`src/pkg/stack_pop_map.svh`:
```
// constants for the stack pop instruction unit
`ifndef STACK_POP_MAP_SVH
`define STACK_POP_MAP_SVH
`define OPC_POP_BYTE_LONG_DIRECT 8'h76
`define OPC_POP_ACC_PAIR 8'h70
`define OPC_POP_STATUS_WORD 8'h90
`define OPC_POP_WORD_INDIRECT 8'h37
`define LEN_POP_BYTE_LONG_DIRECT 16'h0003
`define LEN_POP_ACC_PAIR 16'h0001
`define LEN_POP_STATUS_WORD 16'h0001
`define LEN_POP_WORD_INDIRECT 16'h0002
`define CYC_POP_BYTE_LONG_DIRECT 2'h2
`define CYC_POP_ACC_PAIR 2'h2
`define CYC_POP_STATUS_WORD 2'h1
`define CYC_POP_WORD_INDIRECT 2'h3
`define NINTH_BIT_POS 8
`define NINTH_BIT_STATUS_FLAG_POS 1
`define SP_RESET 16'h0000
`define PC_RESET 16'h0000
`define STATUS_WORD_RESET 8'h00
`define BA_RESET 16'h0000
`endif

```
`src/pkg/stack_pop_pkg.sv`:
```
// types shared by the stack pop instruction unit
package stack_pop_pkg;
  typedef enum logic [1:0] {
    POP_KIND_BYTE_LONG,
    POP_KIND_ACC_PAIR,
    POP_KIND_STATUS_WORD,
    POP_KIND_WORD_INDIRECT
  } pop_kind_e;
  typedef struct packed {
    logic start;
    logic [7:0] opcode;
    logic [7:0] operand1;
    logic [7:0] operand2;
  } instr_req_s;
  typedef struct packed {
    logic rd;
    logic wr;
    logic [15:0] addr;
    logic [8:0] wdata;
  } mem_req_s;
  typedef struct packed {
    logic [15:0] sp;
    logic [15:0] pc;
    logic [7:0] program_status_word;
    logic [15:0] ba;
  } arch_state_s;
endpackage : stack_pop_pkg

```
`src/core/stack_pop_instruction_unit.sv`:
```
// decode and execution of four stack pop instructions
`timescale 1ns/100ps
`include "stack_pop_map.svh"

module stack_pop_instruction_unit
  import stack_pop_pkg::*;
(
  input wire logic clk,
  input wire logic reset,
  input wire logic ce,
  input wire instr_req_s instrReq,
  input wire logic archLoad,
  input wire arch_state_s archLoadValue,
  input wire logic [8:0] memRdata,
  output mem_req_s memReq,
  output arch_state_s archState,
  output logic busy,
  output logic done,
  output logic illegal,
  output logic [1:0] cyclesUsed
);
  typedef enum logic [3:0] {
    IDLE, PTR_LO, PTR_HI, RD_LO, RD_HI, CAP_HI, WR_HI, RD_BYTE, CAP_BYTE, FINISH
  } seq_state_e;

  seq_state_e state_reg;
  pop_kind_e kind_reg;
  logic [15:0] dst_reg;
  logic [5:0] pairIndex_reg;
  logic [8:0] lo_reg;
  logic [8:0] hi_reg;
  logic flag_reg;
  logic decodeOk;
  pop_kind_e decodeKind;

  always_comb begin
    decodeOk = 1'b1;
    decodeKind = POP_KIND_BYTE_LONG;
    case (instrReq.opcode)
      `OPC_POP_BYTE_LONG_DIRECT: decodeKind = POP_KIND_BYTE_LONG;
      `OPC_POP_ACC_PAIR: decodeKind = POP_KIND_ACC_PAIR;
      `OPC_POP_STATUS_WORD: decodeKind = POP_KIND_STATUS_WORD;
      `OPC_POP_WORD_INDIRECT: begin
        decodeKind = POP_KIND_WORD_INDIRECT;
        // other second-byte forms belong to different pops and are refused
        decodeOk = !instrReq.operand1[7] && !instrReq.operand1[0];
      end
      default: decodeOk = 1'b0;
    endcase
  end

  // sequencer and memory requests; reads return data one cycle after rd
  always_ff @(posedge clk or posedge reset) begin
    if (reset) begin
      state_reg <= IDLE;
      kind_reg <= POP_KIND_BYTE_LONG;
      dst_reg <= 16'h0000;
      pairIndex_reg <= 6'h00;
      memReq <= '0;
    end else if (ce) begin
      memReq <= '0;
      case (state_reg)
        IDLE: begin
          if (instrReq.start && decodeOk) begin
            kind_reg <= decodeKind;
            dst_reg <= {instrReq.operand2, instrReq.operand1};
            pairIndex_reg <= instrReq.operand1[6:1];
            memReq.rd <= 1'b1;
            case (decodeKind)
              POP_KIND_WORD_INDIRECT: begin
                // the pointer pair lives in ram at twice its index
                memReq.addr <= {9'h000, instrReq.operand1[6:1], 1'b0};
                state_reg <= PTR_LO;
              end
              POP_KIND_ACC_PAIR: begin
                memReq.addr <= archState.sp - 16'h0001;
                state_reg <= RD_LO;
              end
              default: begin
                memReq.addr <= archState.sp;
                state_reg <= RD_BYTE;
              end
            endcase
          end
        end
        PTR_LO: begin
          memReq.rd <= 1'b1;
          memReq.addr <= {9'h000, pairIndex_reg, 1'b1};
          state_reg <= PTR_HI;
        end
        PTR_HI: begin
          dst_reg[7:0] <= memRdata[7:0];
          memReq.rd <= 1'b1;
          memReq.addr <= archState.sp - 16'h0001;
          state_reg <= RD_LO;
        end
        RD_LO: begin
          if (kind_reg == POP_KIND_WORD_INDIRECT) begin
            dst_reg[15:8] <= memRdata[7:0];
          end
          memReq.rd <= 1'b1;
          memReq.addr <= archState.sp;
          state_reg <= RD_HI;
        end
        RD_HI: state_reg <= CAP_HI;
        CAP_HI: begin
          if (kind_reg == POP_KIND_WORD_INDIRECT) begin
            memReq.wr <= 1'b1;
            memReq.addr <= dst_reg;
            memReq.wdata <= lo_reg;
            state_reg <= WR_HI;
          end else begin
            state_reg <= FINISH;
          end
        end
        WR_HI: begin
          memReq.wr <= 1'b1;
          memReq.addr <= dst_reg + 16'h0001;
          memReq.wdata <= hi_reg;
          state_reg <= FINISH;
        end
        RD_BYTE: state_reg <= CAP_BYTE;
        CAP_BYTE: begin
          if (kind_reg == POP_KIND_BYTE_LONG) begin
            // all nine bits go out; a target without a ninth bit drops it
            memReq.wr <= 1'b1;
            memReq.addr <= dst_reg;
            memReq.wdata <= memRdata;
          end
          state_reg <= FINISH;
        end
        FINISH: state_reg <= IDLE;
        default: state_reg <= IDLE;
      endcase
    end
  end

  // popped data capture and the ninth-bit flag value
  always_ff @(posedge clk or posedge reset) begin
    if (reset) begin
      lo_reg <= 9'h000;
      hi_reg <= 9'h000;
      flag_reg <= 1'b0;
    end else if (ce) begin
      case (state_reg)
        RD_HI: lo_reg <= memRdata;
        CAP_HI: begin
          hi_reg <= memRdata;
          flag_reg <= memRdata[`NINTH_BIT_POS];
        end
        CAP_BYTE: begin
          lo_reg <= memRdata;
          if (kind_reg == POP_KIND_STATUS_WORD) begin
            flag_reg <= memRdata[`NINTH_BIT_STATUS_FLAG_POS];
          end else begin
            flag_reg <= memRdata[`NINTH_BIT_POS];
          end
        end
        default: ;
      endcase
    end
  end

  // architectural registers; a load from the core wins only when idle
  always_ff @(posedge clk or posedge reset) begin
    if (reset) begin
      archState.sp <= `SP_RESET;
      archState.pc <= `PC_RESET;
      archState.program_status_word <= `STATUS_WORD_RESET;
      archState.ba <= `BA_RESET;
    end else if (ce) begin
      if (state_reg == IDLE && archLoad) begin
        archState <= archLoadValue;
      end else if (state_reg == FINISH) begin
        case (kind_reg)
          POP_KIND_BYTE_LONG: begin
            archState.sp <= archState.sp - 16'h0001;
            archState.pc <= archState.pc + `LEN_POP_BYTE_LONG_DIRECT;
            archState.program_status_word[`NINTH_BIT_STATUS_FLAG_POS] <= flag_reg;
          end
          POP_KIND_ACC_PAIR: begin
            archState.sp <= archState.sp - 16'h0002;
            archState.pc <= archState.pc + `LEN_POP_ACC_PAIR;
            archState.ba <= {hi_reg[7:0], lo_reg[7:0]};
            archState.program_status_word[`NINTH_BIT_STATUS_FLAG_POS] <= flag_reg;
          end
          POP_KIND_STATUS_WORD: begin
            archState.sp <= archState.sp - 16'h0001;
            archState.pc <= archState.pc + `LEN_POP_STATUS_WORD;
            archState.program_status_word <= {lo_reg[7:2], flag_reg, lo_reg[0]};
          end
          default: begin
            archState.sp <= archState.sp - 16'h0002;
            archState.pc <= archState.pc + `LEN_POP_WORD_INDIRECT;
            archState.program_status_word[`NINTH_BIT_STATUS_FLAG_POS] <= flag_reg;
          end
        endcase
      end
    end
  end

  // status toward the core
  always_ff @(posedge clk or posedge reset) begin
    if (reset) begin
      busy <= 1'b0;
      done <= 1'b0;
      illegal <= 1'b0;
      cyclesUsed <= 2'h0;
    end else if (ce) begin
      done <= state_reg == FINISH;
      illegal <= state_reg == IDLE && instrReq.start && !decodeOk;
      if (state_reg == IDLE && instrReq.start && decodeOk) begin
        busy <= 1'b1;
      end else if (state_reg == FINISH) begin
        busy <= 1'b0;
      end
      if (state_reg == FINISH) begin
        case (kind_reg)
          POP_KIND_BYTE_LONG: cyclesUsed <= `CYC_POP_BYTE_LONG_DIRECT;
          POP_KIND_ACC_PAIR: cyclesUsed <= `CYC_POP_ACC_PAIR;
          POP_KIND_STATUS_WORD: cyclesUsed <= `CYC_POP_STATUS_WORD;
          default: cyclesUsed <= `CYC_POP_WORD_INDIRECT;
        endcase
      end
    end
  end
endmodule : stack_pop_instruction_unit

```
`config.mk`:
```
export PLATFORM = sky130hd
export DESIGN_NAME = stack_pop_instruction_unit
export DESIGN_NICKNAME = d
export VERILOG_FILES = /design/src/pkg/stack_pop_pkg.sv /design/src/core/stack_pop_instruction_unit.sv
export VERILOG_INCLUDE_DIRS = /design/src /design/src/pkg
export SDC_FILE = /design/constraint.sdc
export NUM_CORES = 1
export LEC_CHECK = 0
export ABC_CLOCK_PERIOD_IN_PS = 11200
export BUFFER_PORTS_ARGS = -buffer_cell sky130_fd_sc_hd__buf_2
export CAP_MARGIN = 30
export CORE_MARGIN = 1
export CORE_UTILIZATION = 55
export DETAILED_ROUTE_END_ITERATION = 8
export HOLD_SLACK_MARGIN = 0.12
export PLACE_DENSITY_LB_ADDON = 0.2
export SLEW_MARGIN = 0
export SYNTH_ARGS = -nofsm -noshare
export SYNTH_HDL_FRONTEND = slang
export SYNTH_SLANG_ARGS = --single-unit
```
`constraint.sdc`:
```
create_clock -name clk -period 11.2 [get_ports clk]
set_clock_uncertainty 0.15 [all_clocks]
set_input_delay 1.12 -clock clk [delete_from_list [all_inputs] [get_ports clk]]
set_output_delay 1.12 -clock clk [all_outputs]
set_load 0.05 [all_outputs]
```
==> impl_metrics.yaml, run 1 <==
status:
  outcome: "finished, final reports clean"
critical_path:
  cpMaxStageDelayCell: "and2_2"
  cp_slowest_stage_delay_ns: 0.85
  worst_ep_arrival_time_ns: 3.42
  path_max_fanout: 48
  crit_path_end_kind: "flop"
  crit_type: "reg2reg"
  critPathTopFamily: "simple AND/OR/NAND/NOR gates"
  required_ns: 11.35
  path_cells: "nor4_4 > and2_2 > a21oi_2 > buf_4 > a2111oi_0 > a211oi_1"
  crit_buf_inv: 1
  startpoint_type: "flop"
die:
  num_rows: 45
  start_util_pct: 56.23
  io_pins: 182
  fp.coreArea_um2: 15150
  die_w_um: 126.4
  dieHeight_um: 126.4
  die-area_um2: 15990
sta:
  period_share_pct: 29.21
  slew_headroom_pct: 37.49
  hold_viol: 0
  grt_setup_unrepaired: "no"
  fin_tns_setup_ns: 0
  setup_violations: 0
  fmax_ghz: 0.3057
  maxSlewViolCount: 0
  tightest_slew_ns: 0.9346
  layout_min_cycle_time_ns: 3.271
place:
  hpwl_um: 18080
  dp.cells: 1275
  gp_congestion: 0.9403
  port_buffers: 181
  dpl_cell_area_um2: 9438
synth:
  dominantRegCellSynth: "dfrtp_1"
  ys.warnings.count: 0
  syn_nets: 1067
  async_reset_ff_share_pct: 100.0
  netlist_area_um2: 8517
  synth_seq_cells: 135
  seq_area_frac_synth_pct: 39.67
  syn_area_per_cell_um2: 8.826
  synthCells: 965
  synth_edf_count: 0
  yosysUniqueCellTypes: 88
power_and_ir_drop:
  ir_drop_uv: 145.4
  p_per_area_nw_per_um2: 295.9
  power_leakage_nw: 4.403
  total_power_mw: 2.971
route:
  num_vias: 8321
  via_per_inst: 6.366
  routed_wl_um: 25420
  drc: 0
  ant_nets: 0
  drt-initial-drc-count: 767
  first_pass_iters: 6
  detail_route.wl_per_cell_um: 19.45
grt:
  grt_pass1_vias: 7685
  antenna_found_initial: 0
  grt_pass1_wl_um: 40070
  grt_max_degree: 87
  grt.total_usage_pct: 32.18
  overflow: 0
clock_tree:
  clock_latency_ns: 0.44
  htree_num_levels: 4
  cts_buffer_depth: 2
  cts_tree: "done"
  cts_setup_buffers: 0
  root_buffer: "clkbuf_16"
  cts_buffers: 17
  clock_sinks: 135
  ctsResizeCount: 0
  cts.reportedPaths.clkPinSlew_ns: 0.06
  ctsHoldBuffers: 0
worst_hold_path:
  hold_class: "reg2reg"
final_layout:
  fin_nets: 1208
  stdcell_count: 1307
  final_layout_size_suffix_gt1_share_pct: 27.17
  seq_area_um2: 3378
  largest_reg_flops: 56
  multi_input_area_um2: 4778
  fillers: 1274
  final_area_um2: 10040
  num_antenna_cells: 0
  area_growth_pct: 17.91
  fin_util_pct: 66.30
run:
  drv_cap: 0
-- worst register-to-register path, cell delays in order (launching register included) --
cell and delay, ns:
dfrtp_1 0.64, nor4_4 0.57, and2_2 0.85, a21oi_2 0.16
buf_4 0.25, a2111oi_0 0.43, a211oi_1 0.09
-- cell families (layout without fill, tap and decap cells) --
family	Yosys count	after routing	synth area share, %
adders and majority gates	8	8	1.175
and+or+nand+nor	362	362	20.88
AOI/OAI and AO/OA	292	292	23.67
DFF	135	135	39.67
muxes	55	55	7.551
buffers and inverters	87	241	4.393
xor gates and xnor gates	26	26	2.674
-- report_power, final --
group	total, mW	switching, mW	leakage (nW)	internal (mW)
clock network	0.584	0.231	0.282	0.353
registers	0.923	0.257	1.70	0.666
logic	1.46	1.01	2.43	0.458
total	2.97	1.50	4.40	1.48
-- cells in the mapped netlist, types with 14 or more instances --
library cell / n / share of area, %
a21oi_1: 67 / 3.9
a31oi_1: 40 / 2.9
buf_2: 23 / 1.4
clkbuf_1: 35 / 1.5
dfrtp_1: 135 / 40
inv_1: 19 / 0.84
mux2_2: 42 / 5.6
nand2_1: 144 / 6.3
nand3_1: 27 / 1.6
nor2_1: 89 / 3.9
nor3_1: 26 / 1.5
o21ai_0: 44 / 2.6
o22ai_1: 14 / 1.0
o2bb2ai_1: 15 / 1.5
-- per-stage QoR --
step           hold slack [ns]  worst slack [ns]
4_1_cts                 0.3286             7.929
2_1_floorplan           0.2917             6.319
6_report                0.3294             7.929
3_3_place_gp            0.3065             7.912
5_1_grt                 0.3415             7.705
3_5_place_dp            0.3133             7.838
-- final timing paths --
kind                                   from               end  slack (ns)  cells after the start
min                        pairIndex_reg[2]  pairIndex_reg[2]        0.33                      2
max                            state_reg[1]     archState[41]        7.93                      6
max in group asynchronous             reset         lo_reg[6]        9.05                      3
min in group asynchronous             reset     archState[35]        0.71                      2
max reg2reg                    state_reg[1]     archState[41]        7.93                      6
min reg2reg                pairIndex_reg[2]  pairIndex_reg[2]        0.33                      2
-- placed cells by master (no fill, tap or decap), types with 5 or more instances in the layout --
master,synthesis,routed
and3_1,5,5
a311oi_1,6,6
a211oi_1,7,7
a222oi_1,11,11
buf_4,3,8
o31ai_1,7,7
clkbuf_16,0,17
o22ai_1,14,14
ha_1,8,8
nor2b_1,11,11
nand3_1,27,27
nor4_1,9,9
dfrtp_1,135,135
o2bb2ai_1,15,15
mux2_2,42,42
nand2_1,144,143
xor2_1,13,13
a21oi_1,67,66
mux2_4,8,8
nor3_1,26,26
o21ai_0,44,44
nor2_1,89,89
mux2i_1,5,5
o221ai_1,9,9
a31oi_1,40,40
xnor2_1,13,13
inv_1,19,18
a221oi_1,6,6
buf_2,23,181
a21o_1,6,6
o211ai_1,13,13
o21a_1,5,5
-- area by class of cell --
| class | count | share of cell area, % |
|---|---|---|
| Inverter | 20 | 0.7974 |
| Clock buffer | 19 | 4.311 |
| Clock inverter | 13 | 1.707 |
| Multi-Input combinational cell | 743 | 47.58 |
| Timing Repair Buffer | 189 | 9.619 |
| Sequential cell | 135 | 33.64 |
| Tap cell | 188 | 2.342 |
-- routing by layer --
layer	global-route usage [%]	part of all wire (%)	up-vias	wire length, um
met5	0	0	-	0
met4	16.37	4.1	0	1047
met3	5.863	6.7	78	1700
met2	50.76	46	384	11750
met1	42.64	43	3990	10920
li1	-	-	3869	-
(Power assumes the default switching activity.)
==> run 2: changes to the inputs <==
- ABC_CLOCK_PERIOD_IN_PS: 11200 -> 2800
- CORE_UTILIZATION: 55 -> 50
- clock period: 11.2 -> 2.8 ns (I/O delays scaled with it)
==> run 2 against run 1 <==
Global-route usage increased by 0.26 points. First-iteration DRC count increased by 18%. Final cell count increased by 12%. Non-clock buffer count increased by 122. Sequential power increased to 3.8 times the previous value. Fmax increased by 29%. Core utilization increased by 1.3 points. Wire length increased by 10%. Worst setup slack got worse by 7.7 ns. Clock power increased to 3.8 times the previous value. Register-to-register slack got worse by 7.7 ns. Clock-buffer cell count decreased by 1.
==> impl_metrics.yaml, run 2 (same netlist as run 1, synthesis figures left out) <==
grt:
  grt_pass1_wl_um: 44760
  grt.total_usage_pct: 32.44
  antenna_found_initial: 0
  grt_pass1_vias: 8484
  overflow: 0
  grt_max_degree: 79
critical_path:
  reg2reg_from: "archState[41]"
  startpoint_type: "flop"
  r2r_cells: 8
  critPathTopFamily: "simple AND/OR/NAND/NOR gates"
  path_max_fanout: 9
  cp_slowest_stage_delay_ns: 0.45
  worst_ep_arrival_time_ns: 2.69
  cpMaxStageDelayCell: "nor3b_4"
  path_cells: "inv_1 > ha_1 > nor3b_4 > nand3_2 > nor3_2 > xnor2_1 > a222oi_1 > a31oi_1"
  crit_buf_inv: 1
  crit_path_end_kind: "flop"
  rrSetupSlack_ns: 0.27
  r2r_end: "memReq[23]"
  crit_type: "reg2reg"
  required_ns: 2.96
final_layout:
  num_antenna_cells: 0
  fin_util_pct: 67.63
  final_layout_size_suffix_gt1_share_pct: 27.96
  final_common_cell: "buf_2"
  area_growth_pct: 31.69
  largest_reg_flops: 56
  layout_common_cells: "181 x buf_2, 143 x nand2_1, 135 x dfrtp_1"
  fin_nets: 1330
clock_tree:
  cts_buffer_depth: 2
  root_buffer: "clkbuf_16"
  cts_buffers: 17
  cts.reportedPaths.clkPinSlew_ns: 0.06
  htree_num_levels: 4
  clock_sinks: 135
  cts_tree: "done"
  clock_latency_ns: 0.43
  ctsResizeCount: 0
route:
  routed_wl_um: 28000
  via_per_inst: 6.080
  drc: 0
  detail_route.wl_per_cell_um: 19.16
  drt-initial-drc-count: 906
  first_pass_iters: 6
  num_vias: 8883
  ant_nets: 0
die:
  fp.coreArea_um2: 16580
  die_w_um: 132.5
  num_rows: 47
  io_pins: 182
  die-area_um2: 17560
  start_util_pct: 51.36
  dieHeight_um: 132.5
sta:
  final.hold.worst_slack_ns: 0.1400
  grt_setup_unrepaired: "no"
  fin_tns_setup_ns: 0
  period_share_pct: 90.27
  slew_headroom_pct: 53.82
  hold_viol: 0
  setup_violations: 0
  tightest_slew_ns: 0.6854
  maxSlewViolCount: 0
  fmax_ghz: 0.3956
  layout_min_cycle_time_ns: 2.528
status:
  outcome: "finished, final reports clean"
place:
  hpwl_um: 19480
  port_buffers: 181
  gp_congestion: 0.9281
worst_hold_path:
  hold_class: "in2reg"
  worstHoldStart: "archLoadValue[28]"
  holdPathEnd: "archState[28]"
  min_path_cells: 4
power_and_ir_drop:
  ir_drop_uv: 662.2
  p_per_area_nw_per_um2: 1088
  power_leakage_nw: 4.947
run:
  drv_cap: 0
run 2: cell count changes in the layout (fill, tap and decap cells not counted), sizes merged:
cell / before / now
bufinv: 3 / 1
buf: 189 / 230
clkbuf: 19 / 18
inv: 22 / 25
dlygate4sd3: 0 / 81
run 2: worst max-delay path by stage:
stage | startpoint | end | slack [ns] | cells after the start
after floorplan | archState[40] | memReq[23] | 0.23 | 9
after global placement | instrReq[16] | dst_reg[3] | 0.35 | 7
after detailed placement | instrReq[16] | dst_reg[2] | 0.31 | 7
after CTS | archState[41] | memReq[23] | 0.29 | 8
after global routing | archState[41] | memReq[21] | 0.07 | 8
final | archState[41] | memReq[23] | 0.27 | 8
run 2: power by group:
part	switching, mW	internal, mW
sequential	0.856	2.67
clock	0.960	1.27
combinational	4.30	2.15
total	6.11	6.09
run 2: routing by layer:
| metal | vias to the layer above | wire (um) | global-route usage [%] |
|---|---|---|---|
| met5 | - | 0 | 0 |
| met2 | 406 | 13070 | 51.87 |
| met4 | 0 | 1266 | 17.31 |
| li1 | 4100 | - | - |
| met3 | 88 | 1823 | 5.594 |
| met1 | 4289 | 11840 | 42.07 |
run 2: area by class of cell:
type	count	area, um2
tap	220	275.3
clock inverter	14	137.6
sequential	135	3378
multi-input combinational	743	4772
clock buffer	18	439.2
fill	1398	5368
timing repair buffer	311	2135
inverter	20	78.83
run 2: through the flow:
step           std cells  area (um2)  setup WS [ns]  total power, mW
2_1_floorplan        965        8521         0.2255            8.025
3_3_place_gp        1346        9813         0.3501            9.683
3_5_place_dp        1346        9813         0.3121            9.771
4_1_cts             1459       11200         0.2873            12.11
5_1_grt             1461       11220        0.06650            12.83
6_report            1461       11220         0.2725            12.20
run 2: repair_timing:
item / CTS / global route
endpoints found under the hold margin: 225 / 0
setup endpoints to repair: 0 / 1
setup buffers: 0 / 2
hold buffers: 81 / 0
run 2: worst reg2reg max path, stage by stage, from the launching register on:
cell	delay, ns
dfrtp_1	0.44
inv_1	0.15
ha_1	0.30
nor3b_4	0.45
nand3_2	0.21
nor3_2	0.16
xnor2_1	0.11
a222oi_1	0.33
a31oi_1	0.12
